### config.mk
export PLATFORM = sky130hd
export DESIGN_NAME = current_sink_port_irq
export DESIGN_NICKNAME = d
export VERILOG_FILES = /design/src/logic/sink_port_pkg.sv /design/src/logic/current_sink_port_irq.sv /design/src/logic/edge_catch.sv /design/src/logic/sink_level.sv
export SDC_FILE = /design/constraint.sdc
export NUM_CORES = 1
export LEC_CHECK = 0
export ABC_CLOCK_PERIOD_IN_PS = 1800
export CORE_MARGIN = 10
export CORE_UTILIZATION = 50
export DETAILED_ROUTE_END_ITERATION = 16
export DONT_BUFFER_PORTS = 1
export PLACE_DENSITY = 0.68
export SYNTH_ARGS = -nofsm -noshare
export SYNTH_HDL_FRONTEND = slang
export SYNTH_SLANG_ARGS = --single-unit
### constraint.sdc
create_clock -name CLK_SYS -period 1.8 [get_ports CLK_SYS]
set_input_delay 0.18 -clock CLK_SYS [delete_from_list [all_inputs] [get_ports CLK_SYS]]
set_output_delay 0.18 -clock CLK_SYS [all_outputs]
set_load 0.01 [all_outputs]
### src/logic/sink_port_pkg.sv
package sink_port_pkg;
   localparam int          NUM_PINS       = 8;
   localparam int          CODE_W         = 4;
   localparam int          LEVEL_W        = 7;
   // Index form: byte address = 4 * index
   localparam logic [7:0]  IDX_IRQ_EN     = 8'h31;
   localparam logic [7:0]  IDX_EDGE_SEL   = 8'h32;
   localparam logic [7:0]  IDX_STRENGTH0  = 8'h38;
   localparam logic [7:0]  IDX_DATA       = 8'h30;
   localparam logic [7:0]  IDX_CTRL       = 8'h33;
   localparam logic [7:0]  IDX_STATUS     = 8'h34;
   localparam logic [7:0]  IDX_MASK       = 8'h35;
   localparam logic [7:0]  IDX_PIN_IN     = 8'h36;
   localparam int          CTRL_SUSPEND   = 3;
   localparam logic [7:0]  RST_IRQ_EN     = 8'h00;
   localparam logic [7:0]  RST_EDGE_SEL   = 8'h00;
   localparam logic [7:0]  RST_DATA       = 8'hFF;
   localparam logic [3:0]  RST_STRENGTH   = 4'h0;
   localparam logic [7:0]  RST_MASK       = 8'h00;
   localparam logic [7:0]  RST_CTRL       = 8'h00;
   localparam logic [7:0]  RST_STATUS     = 8'h00;
   // Level scale: max 75, min 15 (one fifth), step 4 per code
   localparam logic [6:0]  LEVEL_MIN      = 7'h0F;
   localparam logic [6:0]  LEVEL_STEP     = 7'h04;
endpackage

### src/logic/current_sink_port_irq.sv
// Local design decision: register access over APB.
`timescale 1ns/1ps
module current_sink_port_irq
   import sink_port_pkg::*;
(
   input  wire logic               CLK_SYS,
   input  wire logic               RST_N,
   input  wire logic               PSEL,
   input  wire logic               PENABLE,
   input  wire logic               PWRITE,
   input  wire logic [11:0]        PADDR,
   input  wire logic [31:0]        PWDATA,
   output logic      [31:0]        PRDATA,
   output logic                    PREADY,
   output logic                    PSLVERR,
   input  wire logic [7:0]         PIN_IN,
   output logic      [7:0]         PIN_OUT,
   output logic      [7:0]         PIN_OE,
   output logic      [7:0]         PIN_PULLUP,
   output logic      [8*7-1:0]     SINK_LEVEL,
   output logic                    IRQ
);
   // ****************************************
   // Register file
   // ****************************************
   logic [7:0]         irq_en_q;
   logic [7:0]         edge_sel_q;
   logic [7:0]         data_q;
   logic [7:0]         ctrl_q;
   logic [7:0]         status_q;
   logic [7:0]         mask_q;
   logic [3:0]         strength_q [NUM_PINS];
   logic [7:0]         hit;
   logic               wr;
   logic               rd;
   logic               ok;
   logic [7:0]         idx;
   logic [7:0]         rdata;

   function automatic logic valid_idx(input logic [7:0] i);
      valid_idx = (i >= IDX_DATA && i <= IDX_PIN_IN) || (i >= IDX_STRENGTH0 && i <= IDX_STRENGTH0 + 8'h07);
   endfunction

   assign idx     = PADDR[9:2];
   assign ok      = valid_idx(idx) && PADDR[1:0] == 2'b00 && PADDR[11:10] == 2'b00;
   assign wr      = PSEL & PENABLE & PWRITE & ok;
   assign rd      = PSEL & PENABLE & ~PWRITE;
   assign PREADY  = 1'b1;
   assign PSLVERR = PSEL & PENABLE & ~ok;

   always_ff @(posedge CLK_SYS) begin
      if (!RST_N) begin
         irq_en_q   <= RST_IRQ_EN;
         edge_sel_q <= RST_EDGE_SEL;
         data_q     <= RST_DATA;
         ctrl_q     <= RST_CTRL;
         mask_q     <= RST_MASK;
      end else if (wr) begin
         if (idx == IDX_IRQ_EN) begin
            irq_en_q <= PWDATA[7:0];
         end else if (idx == IDX_EDGE_SEL) begin
            edge_sel_q <= PWDATA[7:0];
         end else if (idx == IDX_DATA) begin
            data_q <= PWDATA[7:0];
         end else if (idx == IDX_CTRL) begin
            ctrl_q <= PWDATA[7:0];
         end else if (idx == IDX_MASK) begin
            mask_q <= PWDATA[7:0];
         end
      end
   end

   genvar g;
   generate
      for (g = 0; g < NUM_PINS; g++) begin : g_pin
         always_ff @(posedge CLK_SYS) begin
            if (!RST_N) begin
               strength_q[g] <= RST_STRENGTH;
            end else if (wr && idx == IDX_STRENGTH0 + 8'(g)) begin
               strength_q[g] <= PWDATA[3:0];
            end
         end
         edge_catch u_edge (
            .CLK_SYS    (CLK_SYS),
            .RST_N      (RST_N),
            .pin_in     (PIN_IN[g]),
            .rising_sel (edge_sel_q[g]),
            .enable     (irq_en_q[g]),
            .hit        (hit[g])
         );
         sink_level u_level (
            .code    (strength_q[g]),
            .sink_on (~data_q[g] & ~ctrl_q[CTRL_SUSPEND]),
            .level   (SINK_LEVEL[g*7 +: 7])
         );
      end
   endgenerate

   // ****************************************
   // Pin drive
   // ****************************************
   assign PIN_OUT    = 8'h00;
   assign PIN_OE     = ~data_q & ~{8{ctrl_q[CTRL_SUSPEND]}};
   assign PIN_PULLUP = data_q;

   // ****************************************
   // Pending status, set wins over clear
   // ****************************************
   always_ff @(posedge CLK_SYS) begin
      if (!RST_N) begin
         status_q <= RST_STATUS;
      end else begin
         status_q <= (status_q & ~(wr && idx == IDX_STATUS ? PWDATA[7:0] : 8'h00)) | hit;
      end
   end

   always_ff @(posedge CLK_SYS) begin
      if (!RST_N) begin
         IRQ <= 1'b0;
      end else begin
         IRQ <= |(status_q & mask_q);
      end
   end

   always_comb begin
      rdata = 8'h00;
      if (idx == IDX_DATA) begin
         rdata = data_q;
      end else if (idx == IDX_CTRL) begin
         rdata = ctrl_q;
      end else if (idx == IDX_STATUS) begin
         rdata = status_q;
      end else if (idx == IDX_MASK) begin
         rdata = mask_q;
      end else if (idx == IDX_PIN_IN) begin
         rdata = PIN_IN;
      end
   end

   always_ff @(posedge CLK_SYS) begin
      if (!RST_N) begin
         PRDATA <= 32'h0000_0000;
      end else if (PSEL & ~PENABLE & ~PWRITE) begin
         PRDATA <= {24'h000000, rdata};
      end
   end

   // ****************************************
   // Checks
   // ****************************************
   property p_reset_en;
      @(posedge CLK_SYS) $rose(RST_N) |-> irq_en_q == 8'h00 && edge_sel_q == 8'h00;
   endproperty
   a_reset_en: assert property (p_reset_en) else $error("enables not cleared");

   property p_fall;
      @(posedge CLK_SYS) disable iff (!RST_N)
         (irq_en_q[0] && !edge_sel_q[0] && !hit[0] ##1 hit[0]) |-> ##1 status_q[0];
   endproperty
   a_fall: assert property (p_fall) else $error("edge not latched");

   property p_blocked;
      @(posedge CLK_SYS) disable iff (!RST_N) !irq_en_q[0] |-> !hit[0];
   endproperty
   a_blocked: assert property (p_blocked) else $error("disabled pin hit");

   property p_irq;
      @(posedge CLK_SYS) disable iff (!RST_N) |(status_q & mask_q) |=> IRQ;
   endproperty
   a_irq: assert property (p_irq) else $error("irq missing");

   property p_suspend;
      @(posedge CLK_SYS) disable iff (!RST_N) ctrl_q[CTRL_SUSPEND] |-> PIN_OE == 8'h00 && SINK_LEVEL == '0;
   endproperty
   a_suspend: assert property (p_suspend) else $error("sink active in suspend");

   property p_high;
      @(posedge CLK_SYS) disable iff (!RST_N) data_q[1] |-> !PIN_OE[1] && PIN_PULLUP[1];
   endproperty
   a_high: assert property (p_high) else $error("pin not pulled high");

   property p_levels;
      @(posedge CLK_SYS) disable iff (!RST_N)
         (PIN_OE[2] && strength_q[2] == 4'hF) |-> SINK_LEVEL[20:14] == 7'd75;
   endproperty
   a_levels: assert property (p_levels) else $error("max level wrong");

   property p_min;
      @(posedge CLK_SYS) disable iff (!RST_N)
         (PIN_OE[3] && strength_q[3] == 4'h0) |-> SINK_LEVEL[27:21] * 5 == 75;
   endproperty
   a_min: assert property (p_min) else $error("min level wrong");

   property p_strwr;
      @(posedge CLK_SYS) disable iff (!RST_N)
         (wr && idx == IDX_STRENGTH0 + 8'h07) |=> strength_q[7] == $past(PWDATA[3:0]);
   endproperty
   a_strwr: assert property (p_strwr) else $error("strength write lost");

   // ****************************************
   // Bus checks
   // ****************************************
   property p_slverr_align;
      @(posedge CLK_SYS) disable iff (!RST_N)
         PSEL && PENABLE && PADDR[1:0] != 2'b00 |-> PSLVERR;
   endproperty
   a_slverr_align: assert property (p_slverr_align) else $error("unaligned access accepted");

   property p_slverr_gap;
      @(posedge CLK_SYS) disable iff (!RST_N)
         PSEL && PENABLE && idx == IDX_PIN_IN + 8'h01 |-> PSLVERR;
   endproperty
   a_slverr_gap: assert property (p_slverr_gap) else $error("gap address accepted");

   property p_slverr_ok;
      @(posedge CLK_SYS) disable iff (!RST_N)
         PSEL && PENABLE && PADDR == {2'b00, IDX_STRENGTH0, 2'b00} |-> !PSLVERR;
   endproperty
   a_slverr_ok: assert property (p_slverr_ok) else $error("mapped address refused");

   property p_rd_stands;
      @(posedge CLK_SYS) disable iff (!RST_N)
         rd |=> $stable(PRDATA);
   endproperty
   a_rd_stands: assert property (p_rd_stands) else $error("read data moved after access");

   property p_rd_status;
      @(posedge CLK_SYS) disable iff (!RST_N)
         PSEL && !PENABLE && !PWRITE && idx == IDX_STATUS |=> PRDATA == {24'h000000, $past(status_q)};
   endproperty
   a_rd_status: assert property (p_rd_status) else $error("status read wrong");

   property p_rd_wo;
      @(posedge CLK_SYS) disable iff (!RST_N)
         PSEL && !PENABLE && !PWRITE && (idx == IDX_IRQ_EN || idx == IDX_EDGE_SEL) |=> PRDATA == 32'h0000_0000;
   endproperty
   a_rd_wo: assert property (p_rd_wo) else $error("write-only register read nonzero");

   property p_rd_strength;
      @(posedge CLK_SYS) disable iff (!RST_N)
         PSEL && !PENABLE && !PWRITE && idx == IDX_STRENGTH0 + 8'h07 |=> PRDATA == 32'h0000_0000;
   endproperty
   a_rd_strength: assert property (p_rd_strength) else $error("strength read nonzero");

   property p_wr_en;
      @(posedge CLK_SYS) disable iff (!RST_N)
         wr && idx == IDX_IRQ_EN |=> irq_en_q == $past(PWDATA[7:0]);
   endproperty
   a_wr_en: assert property (p_wr_en) else $error("enable write lost");

   property p_wr_pol;
      @(posedge CLK_SYS) disable iff (!RST_N)
         wr && idx == IDX_EDGE_SEL |=> edge_sel_q == $past(PWDATA[7:0]);
   endproperty
   a_wr_pol: assert property (p_wr_pol) else $error("polarity write lost");

   property p_wr_data;
      @(posedge CLK_SYS) disable iff (!RST_N)
         wr && idx == IDX_DATA |=> data_q == $past(PWDATA[7:0]);
   endproperty
   a_wr_data: assert property (p_wr_data) else $error("data write lost");

   property p_wr_strength0;
      @(posedge CLK_SYS) disable iff (!RST_N)
         wr && idx == IDX_STRENGTH0 |=> strength_q[0] == $past(PWDATA[3:0]);
   endproperty
   a_wr_strength0: assert property (p_wr_strength0) else $error("pin 0 strength write lost");

   property p_bad_wr;
      @(posedge CLK_SYS) disable iff (!RST_N)
         PSEL && PENABLE && PWRITE && !ok |=> $stable(irq_en_q) && $stable(edge_sel_q) && $stable(data_q);
   endproperty
   a_bad_wr: assert property (p_bad_wr) else $error("refused write changed a register");

   // ****************************************
   // Pin checks
   // ****************************************
   property p_sink_pin0;
      @(posedge CLK_SYS) disable iff (!RST_N)
         !ctrl_q[CTRL_SUSPEND] && !data_q[0] |-> PIN_OE[0] && !PIN_PULLUP[0];
   endproperty
   a_sink_pin0: assert property (p_sink_pin0) else $error("pin not sinking");

   property p_off_level;
      @(posedge CLK_SYS) disable iff (!RST_N)
         !PIN_OE[5] |-> SINK_LEVEL[41:35] == 7'h00;
   endproperty
   a_off_level: assert property (p_off_level) else $error("level while sink off");

   property p_mid;
      @(posedge CLK_SYS) disable iff (!RST_N)
         PIN_OE[4] && strength_q[4] == 4'h8 |-> SINK_LEVEL[34:28] == 7'h2F;
   endproperty
   a_mid: assert property (p_mid) else $error("middle level wrong");

   property p_step;
      @(posedge CLK_SYS) disable iff (!RST_N)
         PIN_OE[0] && PIN_OE[1] && strength_q[0] < 4'hE && strength_q[1] == strength_q[0] + 4'h2
         |-> SINK_LEVEL[13:7] == SINK_LEVEL[6:0] + 7'h08;
   endproperty
   a_step: assert property (p_step) else $error("level steps uneven");

   property p_strength_hold;
      @(posedge CLK_SYS) disable iff (!RST_N)
         !(wr && idx == IDX_STRENGTH0 + 8'h07) |=> $stable(strength_q[7]);
   endproperty
   a_strength_hold: assert property (p_strength_hold) else $error("strength changed unwritten");

   // ****************************************
   // Interrupt checks
   // ****************************************
   property p_rise;
      @(posedge CLK_SYS) disable iff (!RST_N)
         (irq_en_q[1] && edge_sel_q[1] && !hit[1] ##1 hit[1]) |-> ##1 status_q[1];
   endproperty
   a_rise: assert property (p_rise) else $error("rising edge not latched");

   property p_set;
      @(posedge CLK_SYS) disable iff (!RST_N)
         |hit |=> (status_q & $past(hit)) == $past(hit);
   endproperty
   a_set: assert property (p_set) else $error("hit not pending");

   property p_clear;
      @(posedge CLK_SYS) disable iff (!RST_N)
         wr && idx == IDX_STATUS && hit == 8'h00 |=> (status_q & $past(PWDATA[7:0])) == 8'h00;
   endproperty
   a_clear: assert property (p_clear) else $error("pending not cleared");

   property p_hold;
      @(posedge CLK_SYS) disable iff (!RST_N)
         !(wr && idx == IDX_STATUS) |=> (status_q & $past(status_q)) == $past(status_q);
   endproperty
   a_hold: assert property (p_hold) else $error("pending lost");

   property p_irq_low;
      @(posedge CLK_SYS) disable iff (!RST_N)
         (status_q & mask_q) == 8'h00 |=> !IRQ;
   endproperty
   a_irq_low: assert property (p_irq_low) else $error("irq without pending");

   property p_enable_gate;
      @(posedge CLK_SYS) disable iff (!RST_N)
         (hit & ~irq_en_q) == 8'h00;
   endproperty
   a_enable_gate: assert property (p_enable_gate) else $error("hit on disabled pin");

   property p_status_src;
      @(posedge CLK_SYS) disable iff (!RST_N)
         $rose(status_q[2]) |-> $past(hit[2]);
   endproperty
   a_status_src: assert property (p_status_src) else $error("pending without hit");
endmodule // current_sink_port_irq

### src/logic/edge_catch.sv
`timescale 1ns/1ps
module edge_catch
   import sink_port_pkg::*;
(
   input  wire logic CLK_SYS,
   input  wire logic RST_N,
   input  wire logic pin_in,
   input  wire logic rising_sel,
   input  wire logic enable,
   output logic      hit
);
   logic s1_q, s2_q, prev_q;
   always_ff @(posedge CLK_SYS) begin
      if (!RST_N) begin
         s1_q   <= 1'b1;
         s2_q   <= 1'b1;
         prev_q <= 1'b1;
      end else begin
         s1_q   <= pin_in;
         s2_q   <= s1_q;
         prev_q <= s2_q;
      end
   end
   assign hit = enable & (rising_sel ? (s2_q & ~prev_q) : (~s2_q & prev_q));
endmodule // edge_catch

### src/logic/sink_level.sv
`timescale 1ns/1ps
module sink_level
   import sink_port_pkg::*;
(
   input  wire logic [CODE_W-1:0]  code,
   input  wire logic               sink_on,
   output logic      [LEVEL_W-1:0] level
);
   logic [LEVEL_W-1:0] full;
   // Min plus code times step: 15..75, linear
   assign full  = LEVEL_MIN + LEVEL_STEP * {3'h0, code};
   assign level = sink_on ? full : 7'h00;
endmodule // sink_level

==> insert_results.sql, run 1 <==
INSERT INTO impl_metrics (metric_group, metric, value, unit) VALUES
('outcome', 'status', 'finished, final reports clean', ''),
('placement', 'port_buffers', '0', ''),
('worst_setup_path', 'critical_path_class', 'flip-flop to output pin', ''),
('synthesis', 'asyncSetResetFlopFracSynth', '0', '%'),
('routing', 'post_drt_via_cell_ratio', '5.70', ''),
('layout', 'fin_cells', '768', ''),
('power', 'power.internal', '0.00457', 'W'),
('power', 'ir_worst_vdd', '704', 'uV'),
('synthesis', 'synth.lib_cells_used.distinct', '41', ''),
('routing', 'postRouteAntennaNets', '0', ''),
('routing', 'dr_total_vias', '4381', ''),
('layout', 'area.sequential', '2580', 'sq um'),
('floorplan', 'placementRows', '38', ''),
('sta', 'layout_worst_path_cycle_share', '97.0', '%'),
('min_path', 'hold_path.startpoint', 'PWDATA[6]', ''),
('placement', 'gp_routability_congestion', '0.849', ''),
('synthesis', 'synth.top_cell.area_share', '28.7', '%'),
('power', 'power.switching_fraction', '24.6', '%'),
('global_route', 'grt_antenna_before_repair', '0', ''),
('synthesis', 'syn-mean-instance-area', '9.32', 'sq um'),
('routing', 'detailroute.wirelength.met2', '6890', 'um'),
('floorplan', 'die_height', '126', 'um'),
('floorplan', 'fp.dieW', '126', 'um'),
('synthesis', 'ys_ff_latch', '113', ''),
('cts', 'cts_htree_levels', '4', ''),
('routing', 'drtIter0Drc', '268', ''),
('global_route', 'first_pass_grt_wire_length', '21800', 'um'),
('global_route', 'grt_pass1_vias', '4207', ''),
('power', 'seqPwrFrac', '44.6', '%'),
('synthesis', 'synth.most_common_cell', 'dfxtp_1', ''),
('power', 'power.net_switching', '0.00149', 'W'),
('layout', 'layout-area-overhead-vs-synth', '12.9', '%'),
('routing', 'avgRoutedWirePerCell', '18.5', 'um'),
('placement', 'post-place-cells', '726', ''),
('sta', 'final_critical_path_setup_slack', '0.0540', 'ns'),
('layout', 'nFillCells', '939', ''),
('sta', 'hold-worst-slack', '0.0205', 'ns'),
('floorplan', 'core_area', '10900', 'sq um'),
('cts', 'total_clock_buffers_created_by_cts', '17', ''),
('synthesis', 'synth.yosys.seq_area_share', '45.8', '%'),
('power', 'leakagePower', '2.38', 'nW'),
('synthesis', 'synth-main-ff-cell', 'dfxtp_1', ''),
('sta', 'finClkSkew', '0.00587', 'ns'),
('layout', 'multi_input_comb_area', '2510', 'sq um'),
('worst_setup_path', 'crit_path_max_fanout', '33', ''),
('synthesis', 'post_synth_most_frequent_cells', '81 x dfxtp_1, 60 x nand2_1, 58 x buf_4', ''),
('sta', 'timing_max_transition_violations_final', '0', ''),
('worst_setup_path', 'critical_path_arrival', '1.57', 'ns'),
('sta', 'worst-slew-pin-transition', '0.721', 'ns'),
('job', 'max_cap_viol', '0', ''),
('floorplan', 'io-pin-count', '172', ''),
('sta', 'timing.final.hold_violations', '0', ''),
('cts', 'clkTransAtPathRegs', '0.05', 'ns'),
('routing', 'top_routing_layer_used', 'met4', ''),
('worst_setup_path', 'critical_path.endpoint_type', 'output pin', ''),
('layout', 'post-route-util', '58.2', '%'),
('sta', 'unrepaired_setup_endpoints_after_global_routing', 'yes', ''),
('routing', 'dr.pass1.iters', '5', ''),
('min_path', 'worst_hold_path_type', 'input pin to flip-flop', ''),
('layout', 'finish.net_count', '680', ''),
('synthesis', 'synth_enable_flop_cells', '32', ''),
('cts', 'post_cts_setup_buffer_count', '0', ''),
('worst_setup_path', 'worstPathRequired', '1.62', 'ns'),
('synthesis', 'synthesis.instances', '605', ''),
('routing', 'drt-met1-wl', '5670', 'um'),
('synthesis', 'yosys_warnings', '0', ''),
('global_route', 'grt_max_degree', '65', ''),
('worst_setup_path', 'crit_path_launch', 'ctrl_q[3]', ''),
('sta', 'maxClockFrequency', '0.573', 'GHz'),
('sta', 'period_needed', '1.75', 'ns'),
('routing', 'detailroute.wirelength.met3', '1460', 'um');
-- worst paths after layout --
kind	to	slack, ns	cells after the start
setup / recovery	SINK_LEVEL[18]	0.05	5
hold / removal	PIN_PULLUP[6]	0.02	2
setup reg to reg	PRDATA[3]	0.61	4
hold reg to reg	g_pin[5].u_edge.s2_q	0.41	1
-- cells by family after synthesis --
| logic type | synth area share, % |
|---|---|
| flip-flops | 45.8 |
| AND/OR/NAND/NOR | 20.9 |
| multiplexers | 7.10 |
| adder cells (fa/ha/maj) | 1.77 |
| other | 0.133 |
| buffers and inverters | 12.1 |
| AO/OA/AOI/OAI | 10.9 |
| XOR/XNOR | 1.24 |
-- layout by cell type (no fill, tap or decap), types with 2 or more instances in the layout --
cell type	count
o311ai_0	7
dfxtp_1	81
inv_1	28
clkinv_4	4
ha_1	8
nor4_4	2
nor3_1	25
nor2b_1	10
a221o_1	8
edfxtp_1	32
nand2b_1	25
nor2_2	2
nor4_1	33
a21oi_2	3
buf_4	38
xor2_1	8
dlygate4sd3_1	9
a21oi_1	13
clkbuf_16	17
and4b_1	8
and3_1	2
o21ai_0	56
conb_1	33
clkinv_1	6
inv_6	7
nand4bb_1	2
nor3b_1	10
nand4_1	4
nor2_1	17
nand2_1	60
clkinvlp_4	3
mux2i_1	40
a22oi_1	12
-- worst max-delay path: stages, from the launching register on --
cell,delay [ns]
dfxtp_1,0.31
buf_4,0.24
nor2_1,0.21
o21ai_0,0.13
a21oi_1,0.13
buf_4,0.14
-- flip-flops by register name, indices dropped and copies added, names as in the netlist, 8 cells and up --
name / cells
irq_en_q: 8
ctrl_q: 8
g_pin.u_edge.s2_q: 8
g_pin.u_edge.prev_q: 8
edge_sel_q: 8
strength_q: 32
PRDATA: 8
PIN_PULLUP: 8
g_pin.u_edge.s1_q: 8
mask_q: 8
status_q: 8
-- metal layers --
metal	track usage, %	vias to the layer above
met5	0	-
met2	28.4	196
met4	6.30	0
met3	6.71	17
li1	-	2091
met1	18.8	2077
-- power groups by stage --
stage | logic, W | registers (W) | clock network [W]
global placement | 0.000243 | 0.00276 | 0
CTS | 0.000302 | 0.00270 | 0.00306
finish | 0.000311 | 0.00271 | 0.00304
global route | 0.000345 | 0.00271 | 0.00318
detailed placement | 0.000252 | 0.00276 | 0
floorplan | 0.000278 | 0.00275 | 0
-- timing repair --
item                                    4_1_cts  5_1_grt
endpoints found under the setup margin        0        7
hold buffers                                 10        0
hold endpoints to repair                     80        0
gates resized for setup                       0        5
-- cell type report --
| type | count | share of cell area (%) |
|---|---|---|
| well taps | 140 | 2.75 |
| clock buffers | 17 | 6.68 |
| multi-input cells | 400 | 39.4 |
| inverters | 34 | 2.00 |
| flip-flops and latches | 113 | 40.6 |
| clock inverters | 15 | 1.95 |
| repair buffers | 49 | 6.64 |
-- metrics by stage --
step,area (sq um),total power (W),setup TNS (ns)
after global placement,5680,0.00300,0
final,6370,0.00606,0
after floorplan,5760,0.00303,0
after global routing,6370,0.00624,-0.0593
after detailed placement,5680,0.00301,0
after CTS,6350,0.00607,0
(Power assumes the default switching activity.)
==> run 2, diff against run 1 <==
--- a/config.mk
+++ b/config.mk
@@ -13,4 +13,5 @@
 export PLACE_DENSITY = 0.68
 export SYNTH_ARGS = -nofsm -noshare
 export SYNTH_HDL_FRONTEND = slang
+export SYNTH_HIERARCHICAL = 1
 export SYNTH_SLANG_ARGS = --single-unit
==> run 2 against run 1 <==
Effect of this change:
- clock power rose by 14%
- sequential cell count unchanged
- sequential share of layout area down 1.4 points
- synthesized cell count shrank 2.1%
==> insert_results.sql, run 2 <==
INSERT INTO impl_metrics (metric_group, metric, value, unit) VALUES
('layout', 'final_cell_area', '6600', 'sq um'),
('floorplan', 'design.die.area', '16000', 'sq um'),
('power', 'seqPwrFrac', '41.7', '%'),
('synthesis', 'yosys_warnings', '6', ''),
('floorplan', 'die_height', '126', 'um'),
('global_route', 'grt_pass1_vias', '4190', ''),
('min_path', 'worst_hold_path_type', 'input pin to flip-flop', ''),
('cts', 'clock_root_buffer_master', 'clkbuf_16', ''),
('cts', 'total_clock_buffers_created_by_cts', '17', ''),
('floorplan', 'io-pin-count', '172', ''),
('worst_setup_path', 'cells_traversed_along_the_worst_timing_path', 'nor2_2 > nand2_1 > mux2i_1 > buf_4', ''),
('synthesis', 'asyncSetResetFlopFracSynth', '0', '%'),
('layout', 'mostFrequentLayoutCell', 'dfxtp_1', ''),
('routing', 'post_drt_via_cell_ratio', '5.51', ''),
('power', 'power.internal', '0.00520', 'W'),
('worst_setup_path', 'timing.critical_path.slowest_cell_delay', '0.43', 'ns'),
('worst_setup_path', 'worstPathRequired', '1.62', 'ns'),
('layout', 'fraction_of_final_layout_cells_with_drive_strength_greater_than_1', '13.6', '%'),
('power', 'power-per-cell-area', '986', 'nW/um^2'),
('synthesis', 'synth.lib_cells_used.distinct', '41', ''),
('worst_setup_path', 'crit_path_start_kind', 'flip-flop', ''),
('floorplan', 'placementRows', '38', ''),
('synthesis', 'netlist.top_cell.by_area', 'dfxtp_1', ''),
('synthesis', 'synth.most_common_cell', 'dfxtp_1', ''),
('synthesis', 'syn-mean-instance-area', '9.55', 'sq um'),
('worst_setup_path', 'worst-r2r-cell-count', '3', ''),
('global_route', 'grt_usage', '17.5', '%'),
('power', 'ir_worst_vdd', '743', 'uV'),
('floorplan', 'fp.dieW', '126', 'um'),
('sta', 'finClkSkew', '0.00495', 'ns'),
('power', 'power.switching_fraction', '20.2', '%'),
('synthesis', 'synth.top_cell.area_share', '28.7', '%'),
('power', 'power.net_switching', '0.00131', 'W'),
('synthesis', 'post_synth_most_frequent_cells', '81 x dfxtp_1, 67 x nor2_1, 56 x nand2_1', ''),
('sta', 'layout_worst_path_cycle_share', '92.8', '%'),
('routing', 'dr.pass1.iters', '5', ''),
('synthesis', 'synth.yosys.seq_area_share', '45.7', '%'),
('power', 'leakagePower', '2.86', 'nW'),
('worst_setup_path', 'cpMaxStageDelayCell', 'dfxtp_2', ''),
('cts', 'cts_tree', 'built', ''),
('placement', 'detailed_place.area', '5720', 'sq um'),
('layout', 'regMostFlops', 'strength_q', ''),
('worst_setup_path', 'critical_path_class', 'flip-flop to output pin', ''),
('cts', 'post_cts_setup_buffer_count', '0', ''),
('layout', 'mostFrequentLayoutCells', '80 x dfxtp_1, 59 x nor2_1, 56 x nand2_1', ''),
('floorplan', 'floorplan.initialDensity', '51.7', '%'),
('min_path', 'timing.hold.worst_path_depth', '1', ''),
('cts', 'cts_htree_levels', '4', ''),
('cts', 'worst_skew_pair.late_latency', '0.40', 'ns'),
('global_route', 'grt_max_degree', '57', ''),
('sta', 'final_setup_fails', '0', ''),
('synthesis', 'netlist_area_before_placement', '5650', 'sq um'),
('power', 'combinationalPowerShare', '4.9', '%'),
('sta', 'worst-slew-pin-transition', '0.759', 'ns'),
('sta', 'max-slew-margin-rel', '49.3', '%'),
('routing', 'drt_drc_violations_left', '0', ''),
('power', 'share_clk_of_total_power', '53.4', '%'),
('placement', 'port_buffers', '0', ''),
('routing', 'avgRoutedWirePerCell', '18.7', 'um'),
('worst_setup_path', 'critical_path_cell_count', '4', ''),
('outcome', 'status', 'finished, final reports clean', ''),
('worst_setup_path', 'crit_path_max_fanout', '10', ''),
('cts', 'clkTransAtPathRegs', '0.05', 'ns'),
('sta', 'maxClockFrequency', '0.599', 'GHz'),
('job', 'max_cap_viol', '0', ''),
('sta', 'final_critical_path_setup_slack', '0.129', 'ns'),
('global_route', 'globalRoute.totalOverflow', '0', ''),
('placement', 'place.detailed.hpwl', '10000', 'um'),
('worst_setup_path', 'critical_path_arrival', '1.49', 'ns'),
('routing', 'drt_wl_total', '14400', 'um'),
('floorplan', 'core_area', '10900', 'sq um'),
('worst_setup_path', 'critical_path.n_buffers_inverters', '1', ''),
('synthesis', 'synthTopCellsByArea', 'dfxtp_1 29%, edfxtp_1 17%, mux2i_1 8.5%', ''),
('synthesis', 'synthesis.instances', '592', ''),
('sta', 'period_needed', '1.67', 'ns'),
('cts', 'cts.sinks', '113', ''),
('layout', 'finish.net_count', '685', ''),
('sta', 'timing.final.hold_violations', '0', ''),
('placement', 'worst_setup_timing_slack_at_the_placement_stage', '-0.0275', 'ns'),
('routing', 'dr_total_vias', '4261', ''),
('layout', 'layout-area-overhead-vs-synth', '16.8', '%'),
('sta', 'timing_max_transition_violations_final', '0', ''),
('synthesis', 'synth_enable_flop_cells', '32', ''),
('routing', 'drtIter0Drc', '285', ''),
('layout', 'nFillCells', '946', ''),
('sta', 'hold-worst-slack', '0.0467', 'ns'),
('synthesis', 'ys_ff_latch', '113', ''),
('routing', 'postRouteAntennaNets', '0', ''),
('worst_setup_path', 'critical_path.endpoint_type', 'output pin', ''),
('layout', 'post-route-util', '60.4', '%'),
('worst_setup_path', 'critical-path-top-delay-family', 'flip-flops', ''),
('global_route', 'first_pass_grt_wire_length', '22500', 'um'),
('synthesis', 'synth-main-ff-cell', 'dfxtp_1', ''),
('placement', 'gp_routability_congestion', '0.831', ''),
('global_route', 'grt_antenna_before_repair', '1', ''),
('cts', 'clockBufferDepth', '2', ''),
('layout', 'largest_reg_flops', '32', '');
-- run 2: cell count changes after synthesis, moves of 9 or more --
cell / delta
nor4_1: -32
a21oi_1: -15
nand3_1: +13
buf_4: -9
nand2b_1: +10
o21ai_0: -34
nor3b_1: -10
nor2_1: +48
clkbuf_1: -10
nor3_1: -25
-- run 2: path summary, 6_finish.rpt --
check / from / slack [ns] / to
hold / removal: PADDR[3] / 0.05 / strength_q[1][3]
setup reg to reg: PIN_PULLUP[5] / 0.51 / PIN_PULLUP[5]
hold reg to reg: g_pin[3].u_edge/s1_q / 0.40 / g_pin[3].u_edge/s2_q
setup / recovery: ctrl_q[3] / 0.13 / SINK_LEVEL[40]
-- run 2: what timing repair did --
item | 4_1_cts | 5_1_grt
hold endpoints to repair | 72 | 4
cloned | 0 | 0
resized for setup | 0 | 14
endpoints found under the setup margin | 5 | 26
hold buffers | 18 | 2
-- run 2: kinds of logic after synthesis --
| kind of cell | count (synthesis) | synth area share [%] |
|---|---|---|
| XOR/XNOR | 8 | 1.24 |
| AND/OR/NAND/NOR | 243 | 24.4 |
| adder cells (fa/ha/maj) | 8 | 1.77 |
| buffers and inverters | 99 | 10.0 |
| AO/OA/AOI/OAI | 71 | 8.26 |
| other | 2 | 0.133 |
| flip-flops | 113 | 45.7 |
| multiplexers | 48 | 8.50 |
-- run 2: routing by layer --
metal / up-vias / part of all wire (%) / global-route usage [%]
li1: 2037 / - / -
met4: 0 / 1.1 / 5.36
met1: 2049 / 40 / 19.6
met3: 14 / 8.9 / 7.91
met2: 161 / 50 / 29.3
met5: - / 0 / 0
-- run 2: metrics by stage --
stage / total power (W) / std cells / TNS [ns]
floorplan: 0.00303 / 623 / 0
global placement: 0.00299 / 721 / 0
detailed placement: 0.00300 / 721 / -0.110
CTS: 0.00651 / 770 / -0.197
global route: 0.00670 / 773 / -0.00472
finish: 0.00651 / 773 / 0
-- run 2: cell type report --
cell class / count / area (sq um) / area share (%)
Clock buffer: 26 / 519 / 7.87
Clock inverter: 5 / 100 / 1.52
Inverter: 26 / 97.6 / 1.48
Sequential cell: 113 / 2580 / 39.1
Multi-Input combinational cell: 411 / 2680 / 40.6
Timing Repair Buffer: 51 / 443 / 6.71
Tap cell: 140 / 175 / 2.65
Antenna cell: 1 / 2.50 / 0.0379
-- run 2: power groups by stage --
stage / clock [W] / combinational, W / sequential [W]
global placement: 0 / 0.000231 / 0.00276
detailed placement: 0 / 0.000238 / 0.00276
global route: 0.00363 / 0.000352 / 0.00272
floorplan: 0 / 0.000281 / 0.00275
finish: 0.00347 / 0.000322 / 0.00271
CTS: 0.00349 / 0.000309 / 0.00271
==> run 3, diff against run 2 <==
--- a/config.mk
+++ b/config.mk
@@ -7,10 +7,10 @@
 export LEC_CHECK = 0
 export ABC_CLOCK_PERIOD_IN_PS = 1800
 export CORE_MARGIN = 10
-export CORE_UTILIZATION = 50
+export CORE_UTILIZATION = 57
 export DETAILED_ROUTE_END_ITERATION = 16
 export DONT_BUFFER_PORTS = 1
-export PLACE_DENSITY = 0.68
+export PLACE_DENSITY = 0.75
 export SYNTH_ARGS = -nofsm -noshare
 export SYNTH_HDL_FRONTEND = slang
 export SYNTH_HIERARCHICAL = 1
==> run 3 against run 2 <==
Effect of this change:
- fmax down 3.0%
- core utilization rose by 7.8 points
- clock power shrank 8.6%
- cell area increased by 0.44%
- sequential power barely moved
- final cell count unchanged
- clock skew down 0.0023 ns
- critical path depth is the same
- non-clock buffer count is 6 higher
- clock-buffer cell count is 8 lower
- critical path type unchanged
- highest routed layer unchanged
==> insert_results.sql, run 3 (synthesis results as in run 2) <==
INSERT INTO impl_metrics (metric_group, metric, value, unit) VALUES
('outcome', 'status', 'finished, final reports clean', ''),
('layout', 'post-route-util', '68.1', '%'),
('floorplan', 'core_area', '9730', 'sq um'),
('global_route', 'grt_max_degree', '65', ''),
('sta', 'timing_max_transition_violations_final', '0', ''),
('floorplan', 'fp.dieW', '120', 'um'),
('sta', 'maxClockFrequency', '0.581', 'GHz'),
('power', 'leakagePower', '2.83', 'nW'),
('floorplan', 'placementRows', '36', ''),
('cts', 'cts_tree', 'built', ''),
('global_route', 'globalRoute.totalOverflow', '0', ''),
('placement', 'gp_routability_congestion', '0.850', ''),
('routing', 'avgRoutedWirePerCell', '18.8', 'um'),
('power', 'power-per-cell-area', '938', 'nW/um^2'),
('placement', 'post-place-cells', '713', ''),
('global_route', 'grt.met1_usage', '21.7', '%'),
('sta', 'layout_worst_path_cycle_share', '95.7', '%'),
('sta', 'final_setup_fails', '0', ''),
('routing', 'drt_wl_total', '14500', 'um'),
('cts', 'total_clock_buffers_created_by_cts', '17', ''),
('global_route', 'first_pass_grt_wire_length', '22900', 'um'),
('sta', 'finClkSkew', '0.00269', 'ns'),
('cts', 'clockBufferDepth', '2', ''),
('floorplan', 'die_height', '120', 'um'),
('sta', 'timing.final.hold_violations', '0', ''),
('min_path', 'worst_hold_path_type', 'input pin to flip-flop', ''),
('layout', 'mostFrequentLayoutCell', 'dfxtp_1', ''),
('worst_setup_path', 'worstPathRequired', '1.62', 'ns'),
('sta', 'worst-slew-pin-transition', '0.702', 'ns'),
('placement', 'port_buffers', '0', ''),
('layout', 'layout-area-overhead-vs-synth', '17.3', '%'),
('global_route', 'grt_most_used_layer', 'met2', ''),
('sta', 'final_critical_path_setup_slack', '0.0780', 'ns'),
('floorplan', 'design.die.area', '14300', 'sq um'),
('global_route', 'grt_pass1_vias', '4312', ''),
('cts', 'cts_htree_levels', '4', ''),
('routing', 'dr.pass1.iters', '5', ''),
('layout', 'mostFrequentLayoutCells', '80 x dfxtp_1, 59 x nor2_1, 56 x nand2_1', ''),
('routing', 'dr_total_vias', '4352', ''),
('global_route', 'gr-usage-met2', '34.2', '%'),
('placement', 'place.detailed.hpwl', '10100', 'um'),
('routing', 'post_drt_via_cell_ratio', '5.63', ''),
('sta', 'unrepaired_setup_endpoints_after_global_routing', 'no', ''),
('sta', 'hold-worst-slack', '0.0170', 'ns'),
('layout', 'largest_reg_flops', '32', ''),
('layout', 'regMostFlops', 'strength_q', ''),
('worst_setup_path', 'crit_path_max_fanout', '7', ''),
('layout', 'fraction_of_final_layout_cells_with_drive_strength_greater_than_1', '14.9', '%'),
('worst_setup_path', 'crit_path_start_kind', 'flip-flop', ''),
('worst_setup_path', 'critical_path.endpoint_type', 'output pin', ''),
('sta', 'period_needed', '1.72', 'ns'),
('global_route', 'grt_antenna_before_repair', '1', ''),
('job', 'max_cap_viol', '0', ''),
('worst_setup_path', 'critical_path_arrival', '1.54', 'ns'),
('layout', 'fin_cells', '773', ''),
('worst_setup_path', 'critical_path_class', 'flip-flop to output pin', ''),
('floorplan', 'io-pin-count', '172', ''),
('placement', 'worst_setup_timing_slack_at_the_placement_stage', '0.0608', 'ns'),
('power', 'ir_worst_vdd', '607', 'uV'),
('routing', 'drt_drc_violations_left', '0', ''),
('layout', 'finish.net_count', '691', ''),
('cts', 'worst_skew_pair.late_latency', '0.52', 'ns'),
('cts', 'clkTransAtPathRegs', '0.06', 'ns'),
('routing', 'drtIter0Drc', '344', ''),
('cts', 'clock_root_buffer_master', 'clkbuf_8', ''),
('sta', 'max-slew-margin-rel', '53.1', '%'),
('cts', 'cts.sinks', '113', ''),
('routing', 'postRouteAntennaNets', '0', ''),
('floorplan', 'floorplan.initialDensity', '58.1', '%'),
('global_route', 'grt_usage', '19.9', '%'),
('global_route', 'met3_usage', '8.02', '%'),
('sta', 'tns', '0', 'ns');
## run 3: cell count changes in the layout (fill, tap and decap cells not counted), moves of 2 or more
cell	delta
clkinvlp_4	+3
clkbuf_1	-3
nor2b_1	-2
nor2b_2	+2
mux2i_2	+3
inv_4	+2
dlygate4sd3_1	+7
mux2i_1	-3
clkbuf_8	-4
clkinv_2	+3
## run 3: worst max-delay path: stages, from the launching register on
cell and delay (ns):
dfxtp_1 0.41, nor2_4 0.23, nand2_1 0.07, mux2i_1 0.16, buf_4 0.15
## run 3: repair_timing
action / 4_1_cts / 5_1_grt
gates resized for setup: 14 / 6
buffers inserted: 0 / 0
endpoints found under the setup margin: 39 / 10
hold endpoints to repair: 119 / 0
pin swaps: 0 / 1
hold buffers: 27 / 0
## run 3: layer usage
metal | share of wire [%] | up-vias
met4 | 2.0 | 0
met5 | 0 | -
met1 | 38 | 2070
li1 | - | 2049
met2 | 51 | 204
met3 | 9.2 | 29
## run 3: final timing paths
kind                        start                    to  slack, ns  cells past startpoint
max                 PIN_PULLUP[5]        SINK_LEVEL[40]       0.08                      4
min                     PIN_IN[3]             PRDATA[3]       0.02                      4
max reg2reg         PIN_PULLUP[7]         PIN_PULLUP[7]       0.44                      3
min reg2reg  g_pin[3].u_edge/s1_q  g_pin[3].u_edge/s2_q       0.41                      1
## run 3: where the power goes
group / leakage, nW / switching (W) / internal (W) / total [W]
logic: 1.59 / 0.000198 / 0.000145 / 0.000343
clock network: 0.277 / 0.00117 / 0.00199 / 0.00317
registers: 0.962 / 0.0000355 / 0.00267 / 0.00271
total: 2.83 / 0.00141 / 0.00481 / 0.00622
## run 3: stage by stage
step	cell area, sq um	power (W)
6_report	6630	0.00622
5_1_grt	6630	0.00640
4_1_cts	6600	0.00622
3_5_place_dp	5710	0.00300
3_3_place_gp	5710	0.00299
2_1_floorplan	5780	0.00303
## run 3: area by class of cell
class,count,area (sq um)
inverter,26,97.6
timing repair buffer,57,513
clock buffer,18,428
sequential,113,2590
clock inverter,14,138
tap,133,166
fill,722,3100
antenna,1,2.50
multi-input combinational,411,2700
